[src/shared/dbw_map.vh]
// constants for the byte-lane masked write port
// assumes inclusion by bare name from the design file
`ifndef DBW_MAP_VH
`define DBW_MAP_VH
`define DBW_LANE_BITS      9
`define DBW_WORD_BITS      18
`define DBW_LANES          2
`define DBW_ADDR_BITS      6
`define DBW_ADDR_STEP      1
`define DBW_READ_LATENCY   2
`endif

[src/rtl/dbw_write_port.v]
// double-data-rate write port with byte-lane masking and a small array
// assumes one clock; phase input marks positive/negative half beats
`timescale 1ns/100ps
`default_nettype none
`include "dbw_map.vh"

module dbw_write_port #(
  parameter LANES     = `DBW_LANES,
  parameter ADDR_BITS = `DBW_ADDR_BITS
) (
  // clock and reset
  input  wire                          clk,
  input  wire                          rst_n,
  // beat phase: high on positive-clock beat, low on negative beat
  input  wire                          posBeat,
  // write port
  input  wire                          write_port_sel_n,
  input  wire [LANES-1:0]              byte_lane_mask_n,
  input  wire [LANES*`DBW_LANE_BITS-1:0] writeData,
  input  wire [ADDR_BITS-1:0]          writeAddr,
  // read port
  input  wire                          readSel_n,
  input  wire [ADDR_BITS-1:0]          readAddr,
  output wire [LANES*`DBW_LANE_BITS-1:0] readData,
  output wire                          readDataOe,
  // status
  output wire                          writeBusy,
  output wire                          writeDone
);

  // derived sizes
  localparam WB       = LANES*`DBW_LANE_BITS;
  localparam DEP      = 1 << ADDR_BITS;

  // burst step at address width, so the wrap at the top is explicit
  localparam [ADDR_BITS-1:0] STEP = `DBW_ADDR_STEP;

  // burst states, one-hot
  localparam ST_IDLE  = 3'h1;
  localparam ST_ADDR  = 3'h2;
  localparam ST_WORD1 = 3'h4;

  // storage; not cleared by reset, like the real array
  reg  [WB-1:0]        mem [0:DEP-1];

  // burst control
  reg  [2:0]           state_reg;
  reg  [2:0]           state_next;
  reg  [WB-1:0]        word0_reg;
  reg  [WB-1:0]        word0_next;
  reg  [LANES-1:0]     mask0_reg;
  reg  [LANES-1:0]     mask0_next;
  reg  [WB-1:0]        word1_reg;
  reg  [WB-1:0]        word1_next;
  reg  [LANES-1:0]     mask1_reg;
  reg  [LANES-1:0]     mask1_next;
  reg  [ADDR_BITS-1:0] addr_reg;
  reg  [ADDR_BITS-1:0] addr_next;
  reg                  done_reg;
  reg                  done_next;

  // read path
  reg  [WB-1:0]        rdData_reg;
  reg  [WB-1:0]        rdData_next;
  reg                  rdOe_reg;
  reg                  rdOe_next;
  reg                  rdPend_reg;
  reg                  rdPend_next;
  reg  [ADDR_BITS-1:0] rdAddr_reg;
  reg  [ADDR_BITS-1:0] rdAddr_next;

  // decoded conditions
  wire                 inIdle;
  wire                 inAddr;
  wire                 inWord1;
  wire                 startBurst;
  wire                 startRead;

  // burst addresses and merged words
  wire [ADDR_BITS-1:0] addrFirst;
  wire [ADDR_BITS-1:0] addrSecond;
  wire [WB-1:0]        oldFirst;
  wire [WB-1:0]        oldSecond;
  wire [WB-1:0]        newFirst;
  wire [WB-1:0]        newSecond;

  // per-lane merge; a high select keeps the old lane
  function [WB-1:0] mergeLanes;
    input [WB-1:0]    oldW;
    input [WB-1:0]    newW;
    input [LANES-1:0] selN;
    integer i;
    begin
      mergeLanes = oldW;
      for (i = 0; i < LANES; i = i + 1) begin
        if (!selN[i]) begin
          mergeLanes[i*`DBW_LANE_BITS +: `DBW_LANE_BITS] =
            newW[i*`DBW_LANE_BITS +: `DBW_LANE_BITS];
        end
      end
    end
  endfunction

  // burst address step; drops the carry so the top address wraps to 0
  function [ADDR_BITS-1:0] addrPlus;
    input [ADDR_BITS-1:0] base;
    begin
      addrPlus = base + STEP;
    end
  endfunction

  // state decode
  assign inIdle     = (state_reg == ST_IDLE);
  assign inAddr     = (state_reg == ST_ADDR);
  assign inWord1    = (state_reg == ST_WORD1);

  // select counts only on the positive beat of an idle port
  assign startBurst = inIdle && posBeat && !write_port_sel_n;
  assign startRead  = posBeat && !readSel_n;

  // first word at the latched address, second one above it
  assign addrFirst  = addr_reg;
  assign addrSecond = addrPlus(addr_reg);

  // old contents feed the merge so masked lanes are kept
  assign oldFirst   = mem[addrFirst];
  assign oldSecond  = mem[addrSecond];
  assign newFirst   = mergeLanes(oldFirst, word0_reg, mask0_reg);
  assign newSecond  = mergeLanes(oldSecond, word1_reg, mask1_reg);

  // burst sequencing
  always @* begin
    state_next = ST_IDLE;
    case (state_reg)
      ST_IDLE: begin
        if (startBurst) begin
          state_next = ST_ADDR;
        end
      end
      ST_ADDR: begin
        state_next = ST_WORD1;
      end
      ST_WORD1: begin
        state_next = ST_IDLE;
      end
      default: begin
        state_next = ST_IDLE;
      end
    endcase
  end

  // capture of the burst words; each word keeps its own mask
  always @* begin
    word0_next = word0_reg;
    mask0_next = mask0_reg;
    word1_next = word1_reg;
    mask1_next = mask1_reg;
    addr_next  = addr_reg;
    if (startBurst) begin
      word0_next = writeData;
      mask0_next = byte_lane_mask_n;
    end
    // select ignored mid-burst, so a pending write always finishes
    if (inAddr) begin
      word1_next = writeData;
      mask1_next = byte_lane_mask_n;
      addr_next  = writeAddr;
    end
  end

  // done pulses once per burst, masked or not
  always @* begin
    done_next = inWord1;
  end

  // state register
  always @(posedge clk) begin
    if (!rst_n) begin
      state_reg <= ST_IDLE;
    end else begin
      state_reg <= state_next;
    end
  end

  // burst capture registers
  always @(posedge clk) begin
    if (!rst_n) begin
      word0_reg <= {WB{1'h0}};
      mask0_reg <= {LANES{1'h1}};
      word1_reg <= {WB{1'h0}};
      mask1_reg <= {LANES{1'h1}};
      addr_reg  <= {ADDR_BITS{1'h0}};
      done_reg  <= 1'h0;
    end else begin
      word0_reg <= word0_next;
      mask0_reg <= mask0_next;
      word1_reg <= word1_next;
      mask1_reg <= mask1_next;
      addr_reg  <= addr_next;
      done_reg  <= done_next;
    end
  end

  // array write of both words once the burst is fully captured
  always @(posedge clk) begin
    if (inWord1) begin
      mem[addrFirst]  <= newFirst;
      // all-high masks hand the old word straight back
      mem[addrSecond] <= newSecond;
    end
  end

  // read request and data; not latency-accurate, kept minimal
  always @* begin
    rdPend_next = startRead;
    rdAddr_next = rdAddr_reg;
    rdOe_next   = rdPend_reg;
    rdData_next = rdData_reg;
    if (startRead) begin
      rdAddr_next = readAddr;
    end
    if (rdPend_reg) begin
      rdData_next = mem[rdAddr_reg];
    end
  end

  // read registers; enable stays low until a read comes
  always @(posedge clk) begin
    if (!rst_n) begin
      rdData_reg <= {WB{1'h0}};
      rdOe_reg   <= 1'h0;
      rdPend_reg <= 1'h0;
      rdAddr_reg <= {ADDR_BITS{1'h0}};
    end else begin
      rdData_reg <= rdData_next;
      rdOe_reg   <= rdOe_next;
      rdPend_reg <= rdPend_next;
      rdAddr_reg <= rdAddr_next;
    end
  end

  // outputs

  assign readData   = rdData_reg;
  assign readDataOe = rdOe_reg;
  assign writeBusy  = (state_reg != ST_IDLE);
  assign writeDone  = done_reg;

endmodule // dbw_write_port
`default_nettype wire

[config.mk]
export PLATFORM = sky130hd
export DESIGN_NAME = dbw_write_port
export DESIGN_NICKNAME = d
export VERILOG_FILES = /design/src/rtl/dbw_write_port.v
export VERILOG_INCLUDE_DIRS = /design/src /design/src/shared
export SDC_FILE = /design/constraint.sdc
export NUM_CORES = 2
export LEC_CHECK = 0
export BUFFER_PORTS_ARGS = -buffer_cell sky130_fd_sc_hd__buf_2
export CAP_MARGIN = 20
export CORE_UTILIZATION = 60
export CTS_CLUSTER_DIAMETER = 40
export DETAILED_ROUTE_END_ITERATION = 7
export GPL_TIMING_DRIVEN = 0
export PLACE_DENSITY = 0.84
export SYNTH_ARGS = -nofsm -noshare
export SYNTH_HDL_FRONTEND = slang
export SYNTH_SLANG_ARGS = --single-unit
[constraint.sdc]
create_clock -name clk -period 4.62 [get_ports clk]
set_clock_uncertainty 0.2 [all_clocks]
set_input_delay 0.693 -clock clk [delete_from_list [all_inputs] [get_ports clk]]
set_output_delay 0.693 -clock clk [all_outputs]
set_load 0.05 [all_outputs]
* Word level (Yosys, flattened, before mapping)
Memories as Yosys holds them, arrays and structs flattened. A register that Yosys moved wholly into a read port is not among the register bits.
Index checks and enable logic that the tools add are counted.
** Word-level totals
- Memories :: 1
- Logic and storage cells :: 38
- Flip-flop bits (word level) :: 58
- Memory bits (writable) :: 1152
** Operators by class
- Add/subtract/negate cells :: 1
- Equality and inequality tests :: 8
- Mux-type cells :: 8
- Reductions and logical operators :: 10
** Memory list
- mem :: words 64, width 18, read ports 1, clocked after Yosys merged registers in 1, write ports 2, line dbw_write_port.v:44 : reg [WB-1:0] mem [0:DEP-1];
** Operators with widths (count)
- 2-to-1 mux 9 bit :: 4
- AND reduction 2 bit :: 4
- adder 6 x 1 -> 6 bit (second input constant) :: 1
- case mux 3 bit (2 select lines) :: 1
- != test 1 bit (second input constant) :: 4
- == test 3 x 1 -> 1 bit (second input constant) :: 1
- == test 3 x 2 -> 1 bit (second input constant) :: 1
- == test 3 bit (second input constant) :: 1
- logical AND 1 bit :: 3
- zero test 1 bit :: 3
- != test 3 x 1 -> 1 bit (second input constant) :: 1
- 2-to-1 mux 1 bit :: 2
- 2-to-1 mux 2 bit :: 1

* Logic depth before layout (Yosys ltp)
- Depth in word-level cells :: 5
- Mapped depth :: 10
- Mapped depth without buffers :: 6

* Least setup slack after synthesis
Ideal clock, no wire load.
- Path type :: register -> register
- Start :: register addr_reg[1], in the netlist addrFirst[1]
- End :: memory mem[11][0] (netlist bit), enable pin
- Setup slack :: 1.328 ns
- Arrival time :: 2.714 ns
- Period minus slack after synthesis :: 3.292 ns
- Cell stages (with the launch flop) :: 11
- Library setup time :: 0.379 ns
- Required time :: 4.041 ns
- Cells stage by stage :: dfxtp_1 > ha_1 > buf_4 > or2_2 > a22oi_1 > o21a_1 > buf_2 > buf_2 > o21ai_1 > clkbuf_1 > o22ai_1
** RTL lines
- from (decl) :: line dbw_write_port.v:57 : reg [ADDR_BITS-1:0] addr_reg;
- from (signal assigned) :: line dbw_write_port.v:192 : addr_reg <= {ADDR_BITS{1'h0}};
- from (signal assigned) :: line dbw_write_port.v:199 : addr_reg <= addr_next;
- to (decl) :: line dbw_write_port.v:44

==> results.sh <==
export IMPL_status="finished, violations left"
export IMPL_violations="DRC, setup timing"
export IMPL_synth_area_leaders="edfxtp_1, mux2_2, mux4_2"
export IMPL_worstSkewPairLatency_ns=0.78
export IMPL_synth_area_per_cell_um2=15.0
export IMPL_setup_ws_ns=-0.160
export IMPL_timing_rr_end="mem[11][15]$_DFFE_PP_"
export IMPL_rsz0062_at_grt="yes"
export IMPL_arrival_ns=4.96
export IMPL_start_util_pct=60.6
export IMPL_whs_endpoint="rdAddr_reg[2]$_SDFFE_PN0P_"
export IMPL_max_stage_delay_ns=1.01
export IMPL_cts_tree="built"
export IMPL_vias=45900
export IMPL_synth_seq_area_share_pct=56.5
export IMPL_hold_class="primary input to register"
export IMPL_async_flop_share_pct=0
export IMPL_slew_headroom_pct=12.0
export IMPL_die_h_um=328
export IMPL_synth_top_area_share_pct=54.1
export IMPL_dieArea_um2=108000
export IMPL_clock_path_buffers=3
export IMPL_fin_nets=4637
export IMPL_min_delay_start="readAddr[2]"
export IMPL_synth_nets=4304
export IMPL_design_area_um2=72500
export IMPL_antenna_found_initial=19
export IMPL_ys_ff_latch=1228
export IMPL_grt_usage_pct=44.2
export IMPL_cp_required_ns=4.80
export IMPL_ys_flop_type="edfxtp_1"
export IMPL_cap_violations=0
export IMPL_r2r_start="addrFirst[0]$_SDFFE_PN0P_"
export IMPL_drt_total_wl_mm=241
export IMPL_num_fill_cells=6991
export IMPL_ant_nets=0
export IMPL_power_mw=26.5
export IMPL_rrSetupSlack_ns=-0.16
export IMPL_layout_commonest_cell="mux2_2"
export IMPL_detail_route_first_pass_iterations=8
export IMPL_crit_path_start_kind="register"
export IMPL_crit_fanout=11
export IMPL_synth_warnings=0
export IMPL_finalHoldViolations=0
export IMPL_layout_common_cells="mux2_2, edfxtp_1, clkbuf_1, clkbuf_16, mux4_2"
export IMPL_vias_per_cell=7.49
export IMPL_place_inst=5786
export IMPL_place_congestion=1.07
export IMPL_placed_cell_area_um2=66700
export IMPL_worst_r2r_cell_count=7
export IMPL_drc_errors=34
export IMPL_p_per_area_nw_per_um2=366
export IMPL_grt_pass1_vias=43400
export IMPL_top_register="mem"
export IMPL_path_cells="buf_2 -> nand3_2 -> nor3_4 -> buf_2 -> o21ai_1 -> clkbuf_1 -> o22ai_1"
export IMPL_setup_viol=43
export IMPL_postLayoutCoreUtil_pct=68.8
export IMPL_drive_gt1_share_pct=45.2
export IMPL_dp_hpwl_mm=169
export IMPL_clkTransAtPathRegs_ns=0.05
export IMPL_drtIter0Drc=8399
export IMPL_core_area_um2=105000
export IMPL_grt_max_degree=17
export IMPL_cp_slowest_cell="o22ai_1"
export IMPL_die_w_um=328
export IMPL_cp_common_cell="buf_2"
export IMPL_io_pins=58
export IMPL_leakage_nw=25.2
export IMPL_drt_wirelength_per_cell_um=39.2
export IMPL_fmax_mhz=209
export IMPL_cts_sinks=1228
export IMPL_numCtsBuffers=158
export IMPL_finalCritPeriodShare_pct=103
export IMPL_grt_first_pass_wirelength_mm=328
export IMPL_ir_drop_uv=392
export IMPL_hold_depth=3
export IMPL_netlist_area_um2=63900
export IMPL_cp_end_kind="register"
export IMPL_placementRows=119
export IMPL_worst_pin_slew_ns=1.32
export IMPL_yosysTopAreaCell="edfxtp_1"
export IMPL_cts_htree_levels=4
export IMPL_post_cts_setup_buffers=0
export IMPL_critPathKind="register to register"
export IMPL_syn2layout_area_growth_pct=13.5
export IMPL_syn_inst=4266
export IMPL_io_buffer_count=56
export IMPL_period_needed_ns=4.78
export IMPL_drv_slew=0
export IMPL_ys_types=60
export IMPL_largest_reg_flops=1152
export IMPL_synth_edff_count=1152
export IMPL_finalNonFillerCells=6134
export IMPL_overflow=0
export IMPL_clockRootBuffer="clkbuf_16"
[layout make-up]
cell class,count,area [um^2],area share (%)
clock buffer,182,4180,5.76
clock inverter,103,1140,1.57
buffer,465,1880,2.59
antenna,19,47.5,0.0656
inverter,3,11.3,0.0155
multi-input combinational,2570,26000,35.8
sequential,1228,36100,49.8
tap,1391,1740,2.40
timing repair buffer,173,1440,1.99
[synth_stat cells (10+ instances only)]
library cell	instances
nor2_1	34
o22ai_1	134
clkbuf_1	371
a211oi_1	72
o211ai_2	32
buf_1	44
nand2_1	120
a22oi_1	38
mux4_2	144
buf_2	38
nand3_1	13
o31ai_1	36
nor3_1	74
dfxtp_1	76
nand3b_1	23
o221ai_1	18
nor2_2	35
o21ai_0	120
nand2_2	20
nor2b_1	78
a22o_1	36
nor2_8	10
o21bai_1	14
a21oi_1	42
mux2_2	1364
edfxtp_1	1152
a211oi_4	31
[through the flow]
stage | TNS [ns] | setup WS, ns | hold WS [ns]
floorplan | 0 | 1.33 | 0.264
global placement | -14.37 | -0.277 | 0.292
detailed placement | 0 | 0.0248 | 0.290
CTS | 0 | 0.0211 | 0.000976
global route | -0.635 | -0.0523 | 0.0189
finish | -3.45 | -0.160 | 0.00875
[report_power, final]
| group | switching, mW | internal [mW] | total (mW) |
|---|---|---|---|
| logic | 1.08 | 0.654 | 1.74 |
| clock network | 5.14 | 7.48 | 12.6 |
| registers | 0.0204 | 12.1 | 12.2 |
[worst max-delay path by stage]
stage / startpoint / endpoint / cells after the start
final: addrFirst[0]$_SDFFE_PN0P_ / mem[11][15]$_DFFE_PP_ / 7
after global routing: addrFirst[0]$_SDFFE_PN0P_ / mem[11][14]$_DFFE_PP_ / 7
after CTS: addrFirst[0]$_SDFFE_PN0P_ / mem[11][7]$_DFFE_PP_ / 7
after detailed placement: addrFirst[0]$_SDFFE_PN0P_ / mem[11][4]$_DFFE_PP_ / 7
after global placement: addrFirst[5]$_SDFFE_PN0P_ / mem[59][13]$_DFFE_PP_ / 5
after floorplan: addrFirst[1]$_SDFFE_PN0P_ / mem[11][0]$_DFFE_PP_ / 10
[what timing repair did]
item / CTS / global route
hold endpoints to repair: 30 / 0
hold buffers: 20 / 0
setup endpoints to repair: 0 / 113
resized for setup: 0 / 7
[worst max-delay path, delay by kind of cell (launching register included)]
family | cells | cell delay, ns
buf+inv | 3 | 1.06
flops | 1 | 0.33
simple gates | 2 | 1.41
compound gates | 2 | 1.37
[routing by layer]
layer | part of all wire [%] | wire, um | global-route usage (%)
met4 | 9.3 | 22300 | 33.1
met2 | 42 | 100000 | 61.6
met1 | 32 | 77400 | 53.2
met3 | 17 | 40400 | 20.1
met5 | 0.17 | 397 | 3.02
[cell families after synthesis]
family / after synthesis / synth area share [%]
AO/OA/AOI/OAI: 588 / 7.04
XOR/XNOR: 2 / 0.0274
adder cells (fa/ha/maj): 1 / 0.0196
buffers and inverters: 468 / 2.92
flip-flops: 1228 / 56.5
multiplexers: 1519 / 29.3
AND/OR/NAND/NOR: 460 / 4.19
No activity file was read; power rests on OpenSTA's default activity.
